## src/core/seq_pkg.sv

```systemverilog
package seq_pkg;
   // APB byte addresses
   localparam logic [7:0] ctrl_addr = 8'h00;
   localparam logic [7:0] cmd_addr = 8'h04;
   localparam logic [7:0] timing_addr = 8'h08;
   localparam logic [7:0] sync_addr = 8'h0c;
   localparam logic [7:0] gain_addr = 8'h10;
   localparam logic [7:0] status_addr = 8'h14;
   // Control fields
   localparam int single_shot_bit = 0;
   localparam int bulb_hold_bit = 1;
   localparam int global_release_bit = 2;
   localparam int trig_flip_bit = 3;
   // Command fields
   localparam int trigger_bit = 0;
   localparam int restart_bit = 1;
   // Sync register fields
   localparam int lead_lsb = 0;
   localparam int trail_lsb = 2;
   localparam int sync_enable_bit = 4;
   localparam int sync_invert_bit = 5;
   localparam logic [1:0] pt_exposure_start = 2'h1;
   localparam logic [1:0] pt_counter_expiry = 2'h2;
   localparam logic [1:0] pt_second_trigger = 2'h3;
   localparam logic [1:0] lead_reset = 2'h1;
   localparam logic [1:0] trail_reset = 2'h3;
   // Timing
   localparam int aclk_div = 2;
   localparam int all_reset_rows = 16;
   localparam int all_reset_aclks = 2004;
   localparam int blank_guard_rows = 8;
   localparam logic [15:0] exposure_rows_reset = 16'h0010;
   localparam logic [15:0] line_aclks_reset = 16'h0040;
   localparam logic [7:0] vblank_reset = 8'h19;
   // Datapath: gain is 1 + g/8, g 0..120; offset signed 12 bit
   localparam logic [6:0] dgain_reset = 7'h00;
   localparam int gain_frac_bits = 3;
   localparam int pix_w = 12;
   localparam int pix_max = 4095;
   typedef enum logic [2:0] {st_allreset, st_wait_first, st_expose, st_readout, st_blank} seq_state_t;
endpackage : seq_pkg

```

## src/core/exposure_trigger_strobe_sequencer.sv

```systemverilog
// How it works
// - Default settings give free-running frames with rolling timed exposure.
// - Single-shot set: a frame is captured only after a trigger.
// - Global release field picks global-release exposure, else rolling.
// - Rolling bulb: first trigger starts exposure, second ends it, starts readout.
// - Global single-shot without bulb: readout after exposure row count rows.
// - Every mode waits first trigger, exposes, waits second trigger, reads out.
// - Single-shot first trigger is low pin or trigger write; else automatic.
// - Polarity flip makes a high pin the first trigger; writes still count.
// - Trigger is level sensitive; held level keeps frames at frame period.
// - Without bulb, second trigger is internal after exposure row count rows.
// - Bulb second trigger is high pin, low when flipped, or restart write.
// - After a frame return to waiting; host respects blank-8 or reset spacing.
// - Sync asserts at lead code point, deasserts at trail code point.
// - Same lead and trail code gives a one array clock sync pulse; every sync point falls while frame valid is low.
// - Sync point after frame valid ends gives one array clock pulse.
// - Sync invert bit flips polarity; enable bit allows sync drive.
// - Default sync spans all-rows exposure shortened by vertical blank.
// - Pixel times digital gain 1..16, then signed offset -2048..2047 added.
// - Result is a 12-bit value per pixel on the pixel bus.
// - Hold all rows in reset 16 x 2004 array clocks before such frames.
// - Array clock period is two pixel clock periods.
// - Restart field clears itself once the restart is carried out.
//
// The register addresses and the APB slave port were decided locally.
`timescale 1ns/100ps
module exposure_trigger_strobe_sequencer #(
   parameter int frame_rows = 1944,
   parameter int all_reset_cycles = seq_pkg::all_reset_rows * seq_pkg::all_reset_aclks * seq_pkg::aclk_div
)(
   input wire logic pclk,
   input wire logic presetn,
   input wire logic psel,
   input wire logic penable,
   input wire logic pwrite,
   input wire logic [7:0] paddr,
   input wire logic [31:0] pwdata,
   output logic [31:0] prdata,
   output logic pready,
   output logic pslverr,
   input wire logic trigger_pin,
   input wire logic pix_valid_in,
   input wire logic [11:0] pix_in,
   input wire logic [1:0] pix_colour,
   output logic [11:0] pix_out,
   output logic pix_valid_out,
   output logic frame_valid,
   output logic sync_out,
   output logic sync_oe_n
);
   // Registers
   logic [3:0] ctrl_q;
   logic restart_q;
   logic trig_req_q;
   logic [15:0] exposure_row_count_q;
   logic [15:0] line_aclks_q;
   logic [7:0] vertical_blank_rows_q;
   logic [5:0] sync_cfg_q;
   logic [6:0] dgain_q [4];
   logic signed [11:0] doffset_q [4];
   logic [31:0] prdata_q;
   logic pslverr_q;
   logic pready_q;
   // Sequencer state
   seq_pkg::seq_state_t state_q;
   logic aclk_q;
   logic [15:0] aclk_cnt_q;
   logic [15:0] row_cnt_q;
   logic [31:0] rst_cnt_q;
   logic first_rolling_q;
   logic sync_q;
   logic sync_pulse_q;
   logic [15:0] pulse_cnt_q;
   logic trig_meta_q;
   logic trig_sync_q;
   logic fv_q;
   logic [11:0] pix_q;
   logic pix_v_q;

   // Bus decode
   wire bus_wr = psel && penable && pwrite && pready_q;
   wire bus_rd = psel && penable && !pwrite && pready_q;
   wire hit_ctrl = paddr == seq_pkg::ctrl_addr;
   wire hit_cmd = paddr == seq_pkg::cmd_addr;
   wire hit_timing = paddr == seq_pkg::timing_addr;
   wire hit_sync = paddr == seq_pkg::sync_addr;
   wire hit_gain = paddr[7:4] == seq_pkg::gain_addr[7:4];
   wire hit_status = paddr == seq_pkg::status_addr;
   wire [1:0] gain_idx = paddr[3:2];
   wire mapped = hit_ctrl || hit_cmd || hit_timing || hit_sync || hit_gain || hit_status;
   wire restart_wr = bus_wr && hit_cmd && pwdata[seq_pkg::restart_bit];
   wire trig_wr = bus_wr && hit_cmd && pwdata[seq_pkg::trigger_bit];

   // Mode fields
   wire single_shot = ctrl_q[seq_pkg::single_shot_bit];
   wire bulb_hold = ctrl_q[seq_pkg::bulb_hold_bit];
   wire global_rel = ctrl_q[seq_pkg::global_release_bit];
   wire trig_flip = ctrl_q[seq_pkg::trig_flip_bit];
   wire [1:0] lead_pt = sync_cfg_q[seq_pkg::lead_lsb +: 2];
   wire [1:0] trail_pt = sync_cfg_q[seq_pkg::trail_lsb +: 2];
   wire sync_en = sync_cfg_q[seq_pkg::sync_enable_bit];
   wire sync_inv = sync_cfg_q[seq_pkg::sync_invert_bit];

   // Trigger levels; only the second flop is read
   wire pin_first = trig_flip ? trig_sync_q : !trig_sync_q;
   wire pin_second = trig_flip ? !trig_sync_q : trig_sync_q;
   wire first_trig = !single_shot || pin_first || trig_req_q;
   wire row_tick = aclk_q && (aclk_cnt_q == line_aclks_q - 16'h0001);
   wire sw_expired = row_tick && (row_cnt_q + 16'h0001 >= exposure_row_count_q);
   wire bulb_mode = single_shot && bulb_hold;
   wire second_trig = bulb_mode ? (pin_second || restart_q) : sw_expired;
   wire restart_now = restart_q && !(bulb_mode && state_q == seq_pkg::st_expose);
   wire need_allreset = global_rel || first_rolling_q;

   // Sync timepoints
   wire vb_hit = state_q == seq_pkg::st_expose && row_tick
                 && row_cnt_q + 16'h0001 == 16'(vertical_blank_rows_q);
   wire at_expstart = global_rel ? vb_hit : vb_hit; // Rolling: all rows exposing once blank elapses
   wire at_expiry = state_q == seq_pkg::st_expose && sw_expired;
   wire at_second = state_q == seq_pkg::st_expose && second_trig;
   wire lead_hit = (lead_pt == seq_pkg::pt_exposure_start && at_expstart)
                   || (lead_pt == seq_pkg::pt_counter_expiry && at_expiry)
                   || (lead_pt == seq_pkg::pt_second_trigger && at_second);
   wire trail_hit = (trail_pt == seq_pkg::pt_exposure_start && at_expstart)
                    || (trail_pt == seq_pkg::pt_counter_expiry && at_expiry)
                    || (trail_pt == seq_pkg::pt_second_trigger && at_second);
   wire same_pt = lead_pt == trail_pt;
   // Outside frame valid there is no row, so a pulse lasts one array clock
   wire [15:0] pulse_len = fv_q ? 16'(line_aclks_q * seq_pkg::aclk_div) : 16'(seq_pkg::aclk_div);

   // Datapath: 12 bit times (8+g)/8 then offset, clamped to 12 bits
   wire [1:0] ci = pix_colour;
   wire [19:0] prod = 20'(pix_in) * 20'({1'b0, dgain_q[ci]} + 20'd8);
   wire signed [21:0] sum = $signed({2'b00, prod} >>> seq_pkg::gain_frac_bits) + 22'(doffset_q[ci]);
   wire [11:0] pix_clamped = sum < 0 ? 12'h000 : (sum > seq_pkg::pix_max ? 12'hfff : sum[11:0]);

   wire [31:0] rd_mux =
      hit_ctrl ? {28'h0000000, ctrl_q} :
      hit_cmd ? {30'h00000000, restart_q, trig_req_q} :
      hit_timing ? {exposure_row_count_q, line_aclks_q} :
      hit_sync ? {16'h0000, vertical_blank_rows_q, 2'h0, sync_cfg_q} :
      hit_status ? {28'h0000000, fv_q, 3'(state_q)} :
      hit_gain ? {9'h000, dgain_q[gain_idx], 4'h0, doffset_q[gain_idx]} : 32'h00000000;

   // APB slave, one wait state
   always_ff @(posedge pclk or negedge presetn)
   begin
      if (!presetn)
      begin
         pready_q <= 1'b0;
         prdata_q <= 32'h00000000;
         pslverr_q <= 1'b0;
      end
      else
      begin
         pready_q <= psel && penable && !pready_q;
         prdata_q <= (psel && penable && !pready_q) ? rd_mux : prdata_q;
         pslverr_q <= psel && penable && !pready_q && !mapped;
      end
   end

   always_ff @(posedge pclk or negedge presetn)
   begin
      if (!presetn)
      begin
         ctrl_q <= 4'h0;
         exposure_row_count_q <= seq_pkg::exposure_rows_reset;
         line_aclks_q <= seq_pkg::line_aclks_reset;
         vertical_blank_rows_q <= seq_pkg::vblank_reset;
         sync_cfg_q <= {2'h0, seq_pkg::trail_reset, seq_pkg::lead_reset};
      end
      else if (bus_wr && mapped)
      begin
         if (hit_ctrl)
            ctrl_q <= pwdata[3:0];
         if (hit_timing)
         begin
            exposure_row_count_q <= pwdata[31:16];
            line_aclks_q <= pwdata[15:0];
         end
         if (hit_sync)
         begin
            vertical_blank_rows_q <= pwdata[15:8];
            sync_cfg_q <= pwdata[5:0];
         end
      end
   end

   genvar g;
   generate
      for (g = 0; g < 4; g++)
      begin : gain_regs
         always_ff @(posedge pclk or negedge presetn)
         begin
            if (!presetn)
            begin
               dgain_q[g] <= seq_pkg::dgain_reset;
               doffset_q[g] <= 12'h000;
            end
            else if (bus_wr && hit_gain && gain_idx == g)
            begin
               dgain_q[g] <= pwdata[22:16] > 7'd120 ? 7'd120 : pwdata[22:16]; // Gain capped at 16
               doffset_q[g] <= pwdata[11:0];
            end
         end
      end
   endgenerate

   // Trigger pin synchroniser
   always_ff @(posedge pclk or negedge presetn)
   begin
      if (!presetn)
      begin
         trig_meta_q <= 1'b1;
         trig_sync_q <= 1'b1;
      end
      else
      begin
         trig_meta_q <= trigger_pin;
         trig_sync_q <= trig_meta_q;
      end
   end

   // Command fields: set wins over clear
   always_ff @(posedge pclk or negedge presetn)
   begin
      if (!presetn)
      begin
         restart_q <= 1'b0;
         trig_req_q <= 1'b0;
      end
      else
      begin
         restart_q <= restart_wr || (restart_q && !(restart_now || (state_q == seq_pkg::st_expose && bulb_mode)));
         trig_req_q <= trig_wr || (trig_req_q && !(state_q == seq_pkg::st_wait_first));
      end
   end

   // Array clock and row timing
   always_ff @(posedge pclk or negedge presetn)
   begin
      if (!presetn)
      begin
         aclk_q <= 1'b0;
         aclk_cnt_q <= 16'h0000;
      end
      else
      begin
         aclk_q <= !aclk_q;
         if (row_tick || state_q == seq_pkg::st_wait_first)
            aclk_cnt_q <= 16'h0000;
         else if (aclk_q)
            aclk_cnt_q <= aclk_cnt_q + 16'h0001;
      end
   end

   // Capture sequence
   always_ff @(posedge pclk or negedge presetn)
   begin
      if (!presetn)
      begin
         state_q <= seq_pkg::st_allreset;
         rst_cnt_q <= 32'h00000000;
         row_cnt_q <= 16'h0000;
         first_rolling_q <= 1'b1;
         fv_q <= 1'b0;
      end
      else if (restart_now)
      begin
         state_q <= seq_pkg::st_allreset;
         rst_cnt_q <= 32'h00000000;
         row_cnt_q <= 16'h0000;
         first_rolling_q <= 1'b1;
         fv_q <= 1'b0;
      end
      else
      begin
         case (state_q)
            seq_pkg::st_allreset:
            begin
               rst_cnt_q <= rst_cnt_q + 32'h00000001;
               if (!need_allreset || rst_cnt_q >= 32'(all_reset_cycles - 1))
               begin
                  state_q <= seq_pkg::st_wait_first;
                  first_rolling_q <= 1'b0;
               end
            end
            seq_pkg::st_wait_first:
               if (first_trig)
               begin
                  state_q <= seq_pkg::st_expose;
                  row_cnt_q <= 16'h0000;
               end
            seq_pkg::st_expose:
            begin
               if (row_tick)
                  row_cnt_q <= row_cnt_q + 16'h0001;
               if (second_trig)
               begin
                  state_q <= seq_pkg::st_readout;
                  row_cnt_q <= 16'h0000;
                  fv_q <= 1'b1;
               end
            end
            seq_pkg::st_readout:
            begin
               if (row_tick)
                  row_cnt_q <= row_cnt_q + 16'h0001;
               if (row_tick && row_cnt_q == 16'(frame_rows - 1))
               begin
                  state_q <= seq_pkg::st_blank;
                  row_cnt_q <= 16'h0000;
                  fv_q <= 1'b0;
               end
            end
            seq_pkg::st_blank:
            begin
               if (row_tick)
                  row_cnt_q <= row_cnt_q + 16'h0001;
               // Global frames redo the all-rows reset straight away
               if (global_rel)
               begin
                  state_q <= seq_pkg::st_allreset;
                  rst_cnt_q <= 32'h00000000;
               end
               // Waiting again by blank minus 8 rows, so a legal early trigger is caught
               else if (row_tick && row_cnt_q + 16'h0001 + 16'(seq_pkg::blank_guard_rows)
                        >= 16'(vertical_blank_rows_q))
                  state_q <= seq_pkg::st_wait_first;
            end
            default:
               state_q <= seq_pkg::st_allreset;
         endcase
      end
   end

   // Sync generation
   always_ff @(posedge pclk or negedge presetn)
   begin
      if (!presetn)
      begin
         sync_q <= 1'b0;
         sync_pulse_q <= 1'b0;
         pulse_cnt_q <= 16'h0000;
      end
      else if (same_pt)
      begin
         sync_q <= 1'b0;
         if (lead_hit)
         begin
            sync_pulse_q <= 1'b1;
            pulse_cnt_q <= pulse_len - 16'h0001;
         end
         else if (pulse_cnt_q != 16'h0000)
            pulse_cnt_q <= pulse_cnt_q - 16'h0001;
         else
            sync_pulse_q <= 1'b0;
      end
      else
      begin
         sync_pulse_q <= 1'b0;
         pulse_cnt_q <= 16'h0000;
         if (lead_hit)
            sync_q <= 1'b1;
         else if (trail_hit || state_q == seq_pkg::st_allreset)
            sync_q <= 1'b0;
      end
   end

   // Outputs, all registered
   always_ff @(posedge pclk or negedge presetn)
   begin
      if (!presetn)
      begin
         sync_out <= 1'b0;
         sync_oe_n <= 1'b1;
         pix_q <= 12'h000;
         pix_v_q <= 1'b0;
      end
      else
      begin
         sync_out <= (sync_q || sync_pulse_q) ^ sync_inv;
         sync_oe_n <= !sync_en;
         pix_q <= pix_clamped;
         pix_v_q <= pix_valid_in && fv_q;
      end
   end

   assign prdata = prdata_q;
   assign pready = pready_q;
   assign pslverr = pslverr_q;
   assign pix_out = pix_q;
   assign pix_valid_out = pix_v_q;
   assign frame_valid = fv_q;
endmodule : exposure_trigger_strobe_sequencer

```

## config.mk

```make
export PLATFORM = sky130hd
export DESIGN_NAME = exposure_trigger_strobe_sequencer
export DESIGN_NICKNAME = d
export VERILOG_FILES = /design/src/core/seq_pkg.sv /design/src/core/exposure_trigger_strobe_sequencer.sv
export SDC_FILE = /design/constraint.sdc
export NUM_CORES = 1
export LEC_CHECK = 0
export ABC_AREA = 1
export BUFFER_PORTS_ARGS = -buffer_cell sky130_fd_sc_hd__buf_4
export CORE_UTILIZATION = 35
export DETAILED_ROUTE_END_ITERATION = 8
export PLACE_DENSITY = 0.6
export REMOVE_ABC_BUFFERS = 1
export SYNTH_ARGS = -nofsm -noshare
export SYNTH_HDL_FRONTEND = slang
export SYNTH_SLANG_ARGS = --single-unit
```

## constraint.sdc

```tcl
create_clock -name pclk -period 15.75 [get_ports pclk]
set_input_delay 3.15 -clock pclk [delete_from_list [all_inputs] [get_ports pclk]]
set_output_delay 3.15 -clock pclk [all_outputs]
set_load 0.05 [all_outputs]
```

======== Word level (Yosys, flattened, before mapping) ========
Index checks and enable logic that the tools add are counted.
word-level totals
  memories kept ........................... 0
  bits in latches ......................... 0
  output and inout bits ................... 50
  memory bits (writable) .................. 0
  input bits .............................. 61
  flip-flop bits (word level) ............. 267
  word-level logic and storage cells ...... 228
  ROM bits ................................ 0
operators by class
  multiply operators ...................... 1
  $add $sub $neg .......................... 9
  equal/unequal tests ..................... 30
  muxes and demuxes ....................... 60
  magnitude comparators ................... 8
  bitwise logic cells ..................... 3
  divide/modulo/power cells ............... 0
  shift-type cells ........................ 0
  reductions and logical operators ........ 83
operators by type and width
  kind                                                             count
  two-way mux 16 bit                                               11
  two-way mux 32 bit                                               5
  two-way mux 12 bit                                               6
  two-way mux 23 bit                                               3
  case mux 16 bit (4 select lines)                                 1
  case mux 32 bit (2 select lines)                                 1
  binary-select mux 12 bit (select 2 bit)                          2
  subtractor 16 x 1 -> 16 bit, second input constant               3
  two-way mux 7 bit                                                5
  logical AND 1 bit                                                34
  adder 16 x 1 -> 16 bit, second input constant                    2
  adder 32 x 1 -> 32 bit, second input constant                    1
  >= comparator 32 x 16 -> 1 bit, second input constant            1
  binary-select mux 7 bit (select 2 bit)                           2
  two-way mux 3 bit                                                7
  logical OR 1 bit                                                 20
  multiplier 12 x 8 -> 20 bit                                      1
  adder 18 x 12 -> 19 bit                                          1
  greater-than comparator 19 x 13 -> 1 bit, second input constant  1
  < comparator 19 x 1 -> 1 bit, second input constant              1
  != test 3 bit, second input constant                             6
  adder 16 x 4 -> 16 bit, second input constant                    1
  equality test 16 x 11 -> 1 bit, second input constant            1
  equality test 16 bit                                             1
  34 further kinds                                                 77

======== Depth between registers and ports, before layout ========
Gate-level depths: netlist (run 1).
  word-level depth ........................ 12
  depth in mapped cells ................... 49
  depth with buffers taken out ............ 47

======== Least setup slack after synthesis (run 1) ========
OpenSTA, ideal clock, no wires.
  path kind ............................... in2reg
  start point ............................. in pix_colour[0]
  end point ............................... reg pix_q[10] (netlist: pix_out[10])
  required time ........................... 15618 ps
  stages .................................. 45
  arrival time ............................ 10432 ps
  slack ................................... 5186 ps
  buffers on the path ..................... 3
  library setup time ...................... 132 ps
  cell sequence ........................... inv_1 -> clkbuf_1 -> nand2_1 -> a32oi_1 -> clkbuf_1 -> ha_1 -> inv_1 -> nor2_1 -> inv_1 -> nor2_1 -> inv_1 -> nor2_1 -> fa_1 -> fa_1 -> fa_1 -> inv_1 -> fa_1 -> inv_1 -> [... 9 more ...] -> nand2_1 -> a21oi_1 -> nor2_1 -> o21ai_0 -> nand3b_1 -> nand2_1 -> inv_1 -> ha_1 -> inv_1 -> nor3_1 -> nand2_1 -> o311ai_0 -> inv_1 -> a21oi_1 -> nand3_1 -> buf_2 -> nor2_1 -> nor2_1
between the ends
  longest elaborated chain between the ends .. 10
  elaborated cells on any way between the ends .. 14
  those cells by class .................... add/sub: 2; mul: 1; order compare: 2; mux: 8; bitwise: 1
ends and longest elaborated chain
  item                                                  line                                                                                RTL
  from (decl)                                           exposure_trigger_strobe_sequencer.sv:44                                             input wire logic [1:0] pix_colour,
  inverter 2 -> 3 bit (implied by the code) (*)         exposure_trigger_strobe_sequencer.sv:133, exposure_trigger_strobe_sequencer.sv:134
  binary-select mux 7 bit (select 2 bit)                exposure_trigger_strobe_sequencer.sv:133                                            wire [19:0] prod = 20'(pix_in) * 20'({1'b0, dgain_q[ci]} + 20'd8);
  two-way mux 7 bit (implied by the code) (2 in a row)  exposure_trigger_strobe_sequencer.sv:133
  adder 7 x 4 -> 8 bit                                  exposure_trigger_strobe_sequencer.sv:133
  multiplier 12 x 8 -> 20 bit                           exposure_trigger_strobe_sequencer.sv:133
  adder 18 x 12 -> 19 bit (*)                           exposure_trigger_strobe_sequencer.sv:134                                            wire signed [21:0] sum = $signed({2'b00, prod} >>> seq_pkg::gain_frac_bits) + 22'(doffset_q[ci]);
  greater-than comparator 19 x 13 -> 1 bit              exposure_trigger_strobe_sequencer.sv:135                                            wire [11:0] pix_clamped = sum < 0 ? 12'h000 : (sum > seq_pkg::pix_max ? 12'hfff : sum[11:0]);
  two-way mux 12 bit                                    exposure_trigger_strobe_sequencer.sv:135
  two-way mux 12 bit (*)                                exposure_trigger_strobe_sequencer.sv:135
  named net pix_clamped[10]                             exposure_trigger_strobe_sequencer.sv:135
  to (signal assigned)                                  exposure_trigger_strobe_sequencer.sv:384                                            pix_q <= pix_clamped;
  to (decl)                                             exposure_trigger_strobe_sequencer.sv:77                                             logic [11:0] pix_q;
Mark *: on every way through the listed nets, which the timed path passes. The rest lies on a longest branch. The select of a mux whose other input is x is not followed.
A chain may end at the register's enable or synchronous reset.

======== Worst setup path after layout (run 1) ========
  start point ............................. in pix_colour[0]
  end point ............................... reg pix_q[6] (netlist: pix_out[6])
The elaborated chain is that of the path after synthesis.

==> impl_metrics.csv, run 1 <==
group,metric,value,unit
status,status,"complete, but fails checks",
status,violations,"design-rule violations",
logic_synthesis,yosysWarningCount,0,
drt,routedWlPerCell,16.75,um
critical_path,r2r-end,"pix_out[6]$_DFF_PN0_",
pwr,power.internal,1.625,mW
pwr,p_comb_share,44.8,%
drt,vias,16950,
sta,slew_headroom,19.31,%
drt,wl,55520,um
global_routing,grt_usage,20.47,%
logic_synthesis,synth_common_cells,"nand2_1, inv_1, nor2_1",
sta,hold_ws,357.2,ps
drt,viasPerCell,5.115,
clock_network,post_cts_buffers,0,
placement,io_buffers,110,
global_routing,grt_overflow,0,
logic_synthesis,yosys_register_bits,267,
layout,drive_above_1_share,8.873,%
clock_network,clkLatencyLatePin,620,ps
pwr,total_power,2.776,mW
clock_network,clk_path_buf_depth,3,
sta,finalHoldViolations,0,
logic_synthesis,netlist.area_leader.share,33.99,%
global_routing,grt_pass1_wl,88490,um
sta,rsz0062_at_grt,"no",
logic_synthesis,synth_ff_type,"dfrtp_1",
pwr,seq_power_share,28.2,%
min_path,hp-class,"register to register",
critical_path,critPathCapture,"pix_out[6]$_DFF_PN0_",
layout,utilization,40.36,%
drt,drc,14,
clock_network,clock_sinks,267,
sta,tightest_slew,1206,ps
pwr,clock_power_share,27.0,%
pwr,p_leak,10.54,nW
pwr,power.density,130.4,nW/um^2
clock_network,post_cts_resized,0,
critical_path,cpPeakStageDelay,810,ps
critical_path,crit_top_cell,"inv_1",
clock_network,cts_made_buffers,31,
critical_path,reg2reg_depth,45,
logic_synthesis,synth_edf_count,0,
critical_path,rrSetupSlack,6860,ps
layout,syn_to_final_growth,13.42,%
logic_synthesis,synth.avg_cell_area,7.458,sq um
clock_network,clk_pin_slew_worst_paths,60,ps
clock_network,cts_tree,"yes",
logic_synthesis,synthArstFlopShare,100.0,%
critical_path,critPathKind,"input port to register",
placement,post-place-ws,3150,ps
layout,fin_nets,2812,
logic_synthesis,syn_area,18770,sq um
min_path,whs_path_depth,0,
min_path,holdCritStartpoint,"trig_meta_q$_DFF_PN1_",
sta,fmax,82.84,MHz
floorplanning,die_w,233.6,um
sta,fin_ws,3678,ps
sta,finalCriticalPeriod,12070,ps
layout,diodes,0,
sta,setup_viol,0,
logic_synthesis,synthCells,2517,
pwr,peakVddDrop,95.70,uV
logic_synthesis,post-synth-top-count-cell,"nand2_1",
clock_network,cts-hold-fix-buffers,0,
layout,n_fill_cell,5434,
drt,drt_iter0_drc,1540,
global_routing,grt_max_degree,75,
logic_synthesis,netlist.top_cell.by_area,"dfrtp_1",
critical_path,timing.critical_path.from,"pix_colour[0]",
critical_path,critPathArrivalTime,12530,ps
floorplanning,placementRows,84,
critical_path,setup.worst_path.end_class,"register",
global_routing,first_global_vias,16240,
sta,fin_tns_setup,0,ps
logic_synthesis,ys_seq_area_share,35.67,%
pwr,power_switching,1.151,mW
pwr,swShare,41.47,%
critical_path,r2r_start,"dgain_q[24]$_DFFE_PN0P_",
floorplanning,die_area,54570,sq um
floorplanning,pin_count,111,
sta,min_period_over_period,76.65,%
sta,drv_slew,0,
floorplanning,initial_core_util,35.58,%
critical_path,required,16210,ps
floorplanning,die_h,233.6,um
placement,place.gp.congestion,0.9365,
critical_path,crit_fanout,47,
critical_path,slowest_stage,"a32oi_1",
flow_run,drv_cap,0,
clock_network,htree_levels,1,
drt,drt_pass1_iterations,7,
clock_network,cts_root_buffer,"clkbuf_16",
critical_path,crit_path_start_kind,"input port",
logic_synthesis,synth_cell_types,62,
sta,fin_skew,36.69,ps
global_routing,antenna_found_initial,0,
logic_synthesis,synthTopCellsByArea,"dfrtp_1, nand2_1, inv_1, fa_1, o21ai_0",
drt,ant_nets,0,
floorplanning,fp.coreArea,52760,sq um
placement,hpwlAfterDp,42120,um
## cells in the final DEF (no fill, tap or decap), types with 7 or more instances in the layout
master,count
a221oi_1,14
nor2_4,7
clkbuf_16,31
nor2_2,14
o32ai_1,10
nor4_1,18
dfstp_2,12
o211ai_1,7
nor2_1,297
o21ai_0,232
xnor2_1,20
clkbuf_1,11
inv_1,392
a21oi_1,121
nand3_1,88
a22oi_1,18
buf_4,117
nand4_1,23
nand2_2,9
a31oi_1,9
nand3b_1,8
ha_1,89
o22ai_1,22
fa_1,61
nand2_1,567
clkbuf_8,7
dfrtp_1,255
nor3_1,31
xor2_1,44
## how the worst min path moves through the flow
stage	to	slack (ps)
6_report	trig_sync_q$_DFF_PN1_	360
5_1_grt	trig_sync_q$_DFF_PN1_	360
4_1_cts	trig_sync_q$_DFF_PN1_	360
3_5_place_dp	trig_sync_q$_DFF_PN1_	350
3_3_place_gp	trig_sync_q$_DFF_PN1_	350
2_1_floorplan	trig_sync_q$_DFF_PN1_	350
## final cells by class
| type | count | area [sq um] | area share, % |
|---|---|---|---|
| tap | 688 | 860.8 | 4.043 |
| multi-input combinational | 1781 | 10280 | 48.28 |
| timing repair buffer | 118 | 893.4 | 4.196 |
| sequential | 267 | 6696 | 31.45 |
| clock buffer | 49 | 913.4 | 4.290 |
| clock inverter | 9 | 138.9 | 0.6523 |
| inverter | 402 | 1509 | 7.087 |
## power groups by stage
stage	combinational (mW)	clock [mW]	sequential, mW
after floorplan	0.877	0	0.835
after global placement	1.22	0	0.792
after detailed placement	1.24	0	0.793
after CTS	1.25	0.766	0.782
after global routing	1.41	0.795	0.789
final	1.24	0.750	0.783
## cells by family (layout without fill, tap and decap cells)
logic type	count (synthesis)	after routing	synth area share [%]
simple gates	1088	1088	24.70
compound gates	478	478	14.57
buf+inv	469	578	9.584
flops	267	267	35.67
fa+ha+maj	150	150	12.44
xor+xnor	64	64	2.986
mux	1	1	0.05332
## stage by stage
step                cell area (sq um)  std cells
floorplan                       18480       2450
global placement                20240       3256
detailed placement              20240       3256
CTS                             21290       3314
global route                    21290       3314
finish                          21290       3314
## worst max-delay path, delay by kind of cell
kind            cells  cell delay [ps]
buf+inv            11             1680
simple gates       18             2490
compound gates      9             2160
fa+ha+maj           7             3000
## layer usage
metal / GRT usage [%] / routed length [um]
met5: 0 / 0
met4: 5.621 / 1339
met3: 2.905 / 3438
met2: 31.56 / 24450
met1: 29.67 / 26290
## sequential cells by signal, indices dropped and copies added, names as in the netlist, 8 cells and up
name                   count
doffset_q                 48
prdata                    32
rst_cnt_q                 32
dgain_q                   28
aclk_cnt_q                16
exposure_row_count_q      16
line_aclks_q              16
pulse_cnt_q               16
row_cnt_q                 16
pix_out                   12
vertical_blank_rows_q      8
(Power assumes the default switching activity.)
==> run 2, diff against run 1 <==
Settings changed: PLACE_DENSITY 0.6 to 0.62.
Clock period 15.75 ns to 10.7 ns, I/O delays scaled along.
==> run 2 against run 1 <==
Net effect:
- the run still ends with design-rule violations left
- worst setup slack got worse by 2800 ps
- die area did not move
- flip-flop and latch count unchanged
- sequential share of layout area fell by 0.48 points
- clock power grew 83%
- clock skew decreased by 2.5 ps
- largest power group unchanged
- core utilization is 0.63 points higher
- non-clock buffer count is 5 higher
- combinational power rose by 47%
- largest cell class unchanged
==> impl_metrics.csv, run 2 (synthesized netlist as in run 1, its figures left out) <==
group,metric,value,unit
status,status,"complete, but fails checks",
status,violations,"design-rule violations",
layout,drive_above_1_share,9.556,%
layout,stdcell_count,3325,
global_routing,top_usage_layer,"met2",
drt,routedWlPerCell,16.81,um
sta,rsz0062_at_grt,"no",
critical_path,cpPeakStageDelay,540,ps
placement,io_buffers,110,
clock_network,post_cts_resized,0,
floorplanning,die_w,233.6,um
pwr,power_switching,1.734,mW
critical_path,reg2reg_depth,44,
critical_path,r2r-end,"pix_out[10]$_DFF_PN0_",
drt,ant_nets,0,
drt,vias,17270,
sta,fin_skew,34.18,ps
critical_path,crit_path_start_kind,"input port",
clock_network,clk_path_buf_depth,3,
sta,finalHoldViolations,0,
layout,largest_reg_flops,48,
pwr,power.density,200.9,nW/um^2
critical_path,rrSetupSlack,2550,ps
floorplanning,initial_core_util,35.58,%
placement,hpwlAfterDp,42010,um
floorplanning,pin_count,111,
pwr,clock_power_share,31.6,%
drt,wl,55910,um
global_routing,grt_use_met2,32.51,%
critical_path,crit_fanout,47,
pwr,swShare,39.92,%
sta,min_period_over_period,91.47,%
critical_path,critPathArrivalTime,10210,ps
layout,final_common_cell,"nand2_1",
global_routing,antenna_found_initial,1,
sta,setup_viol,0,
layout,fin_nets,2821,
critical_path,crit_top_cell,"inv_1",
global_routing,grt_pass1_wl,89000,um
clock_network,htree_levels,2,
floorplanning,die_h,233.6,um
critical_path,critPathKind,"input port to register",
sta,fin_ws,913.0,ps
clock_network,cts-hold-fix-buffers,0,
pwr,peakVddDrop,130.4,uV
critical_path,required,11120,ps
critical_path,setup.worst_path.end_class,"register",
layout,final_cell_mix,"nand2_1, inv_1, nor2_1",
drt,drt_pass1_iterations,7,
min_path,hold_path_end,"trig_sync_q$_DFF_PN1_",
floorplanning,die_area,54570,sq um
critical_path,slowest_stage,"fa_1",
sta,tightest_slew,1155,ps
global_routing,grt_max_degree,129,
clock_network,clk_pin_slew_worst_paths,60,ps
global_routing,grt_overflow,0,
placement,place.gp.congestion,0.9155,
min_path,holdCritStartpoint,"trig_meta_q$_DFF_PN1_",
drt,drt_iter0_drc,1601,
critical_path,r2r_start,"dgain_q[24]$_DFFE_PN0P_",
clock_network,cts_tree,"yes",
clock_network,post_cts_buffers,0,
flow_run,drv_cap,0,
pwr,p_comb_share,41.9,%
placement,post-place-ws,344.5,ps
pwr,power.internal,2.610,mW
sta,fmax,102.2,MHz
global_routing,grt_use_met3,3.076,%
layout,syn_to_final_growth,15.18,%
clock_network,cts_root_buffer,"clkbuf_16",
pwr,p_leak,10.70,nW
sta,drv_slew,0,
sta,finalCriticalPeriod,9787,ps
clock_network,clock_sinks,267,
clock_network,clkLatencyLatePin,570,ps
global_routing,met1_usage,29.11,%
min_path,hp-class,"register to register",
sta,fin_tns_setup,0,ps
min_path,whs_path_depth,0,
pwr,seq_power_share,26.6,%
drt,viasPerCell,5.193,
drt,drc,14,
placement,place_area,20280,sq um
layout,design_area,21620,sq um
layout,max_flop_register,"doffset_q",
sta,slew_headroom,22.75,%
global_routing,first_global_vias,16550,
floorplanning,fp.coreArea,52760,sq um
layout,diodes,0,
placement,dp.cells,3261,
floorplanning,placementRows,84,
global_routing,grt_usage,20.64,%
clock_network,cts_made_buffers,35,
[run 2: cell count changes in the layout (fill, tap and decap cells not counted), sizes merged]
| cell | previous run | this run |
|---|---|---|
| clkbuf | 49 | 45 |
| bufinv | 3 | 9 |
| buf | 118 | 123 |
| inv | 399 | 401 |
| clkinvlp | 0 | 2 |
[run 2: metrics by stage]
stage / power, mW / util (%) / hold slack [ps]
CTS: 4.371 / 40.98 / 358.1
floorplan: 2.520 / - / 345.2
global route: 4.651 / 40.98 / 368.8
global placement: 2.967 / 38.43 / 345.4
detailed placement: 2.978 / 38.43 / 349.2
finish: 4.344 / 40.98 / 357.3
[run 2: worst max-delay path by stage]
stage                  startpoint               endpoint  slack, ps  depth (start not counted)
global placement    pix_colour[0]   pix_out[4]$_DFF_PN0_        550                         45
floorplan           pix_colour[0]   pix_out[0]$_DFF_PN0_        890                         42
global route        pix_colour[0]   pix_out[1]$_DFF_PN0_        110                         48
finish              pix_colour[0]  pix_out[10]$_DFF_PN0_        910                         48
detailed placement  pix_colour[0]  pix_out[10]$_DFF_PN0_        340                         45
CTS                 pix_colour[0]  pix_out[10]$_DFF_PN0_        920                         45
[run 2: power by group through the flow]
stage / clock network (mW) / logic [mW] / registers (mW)
after floorplan: 0 / 1.29 / 1.23
after global placement: 0 / 1.80 / 1.17
after detailed placement: 0 / 1.81 / 1.17
after CTS: 1.40 / 1.82 / 1.15
after global routing: 1.44 / 2.05 / 1.16
final: 1.37 / 1.82 / 1.15
[run 2: cell type report]
| type | count | area (sq um) |
|---|---|---|
| Clock buffer | 45 | 983.4 |
| Clock inverter | 19 | 362.8 |
| Fill cell | 5395 | 31140 |
| Inverter | 402 | 1509 |
| Multi-Input combinational cell | 1781 | 10280 |
| Sequential cell | 267 | 6696 |
| Tap cell | 688 | 860.8 |
| Timing Repair Buffer | 123 | 930.9 |
[run 2: per-layer routing]
metal	up-vias	part of all wire, %
li1	8324	-
met1	8251	46
met2	604	45
met3	89	6.7
met4	0	2.5
met5	-	0
[run 2: critical path: cells and delay by family]
family | cells | cell delay, ps
AO/OA/AOI/OAI | 10 | 1630
buffers and inverters | 13 | 1440
adder cells (fa/ha/maj) | 7 | 2970
AND/OR/NAND/NOR | 18 | 1980
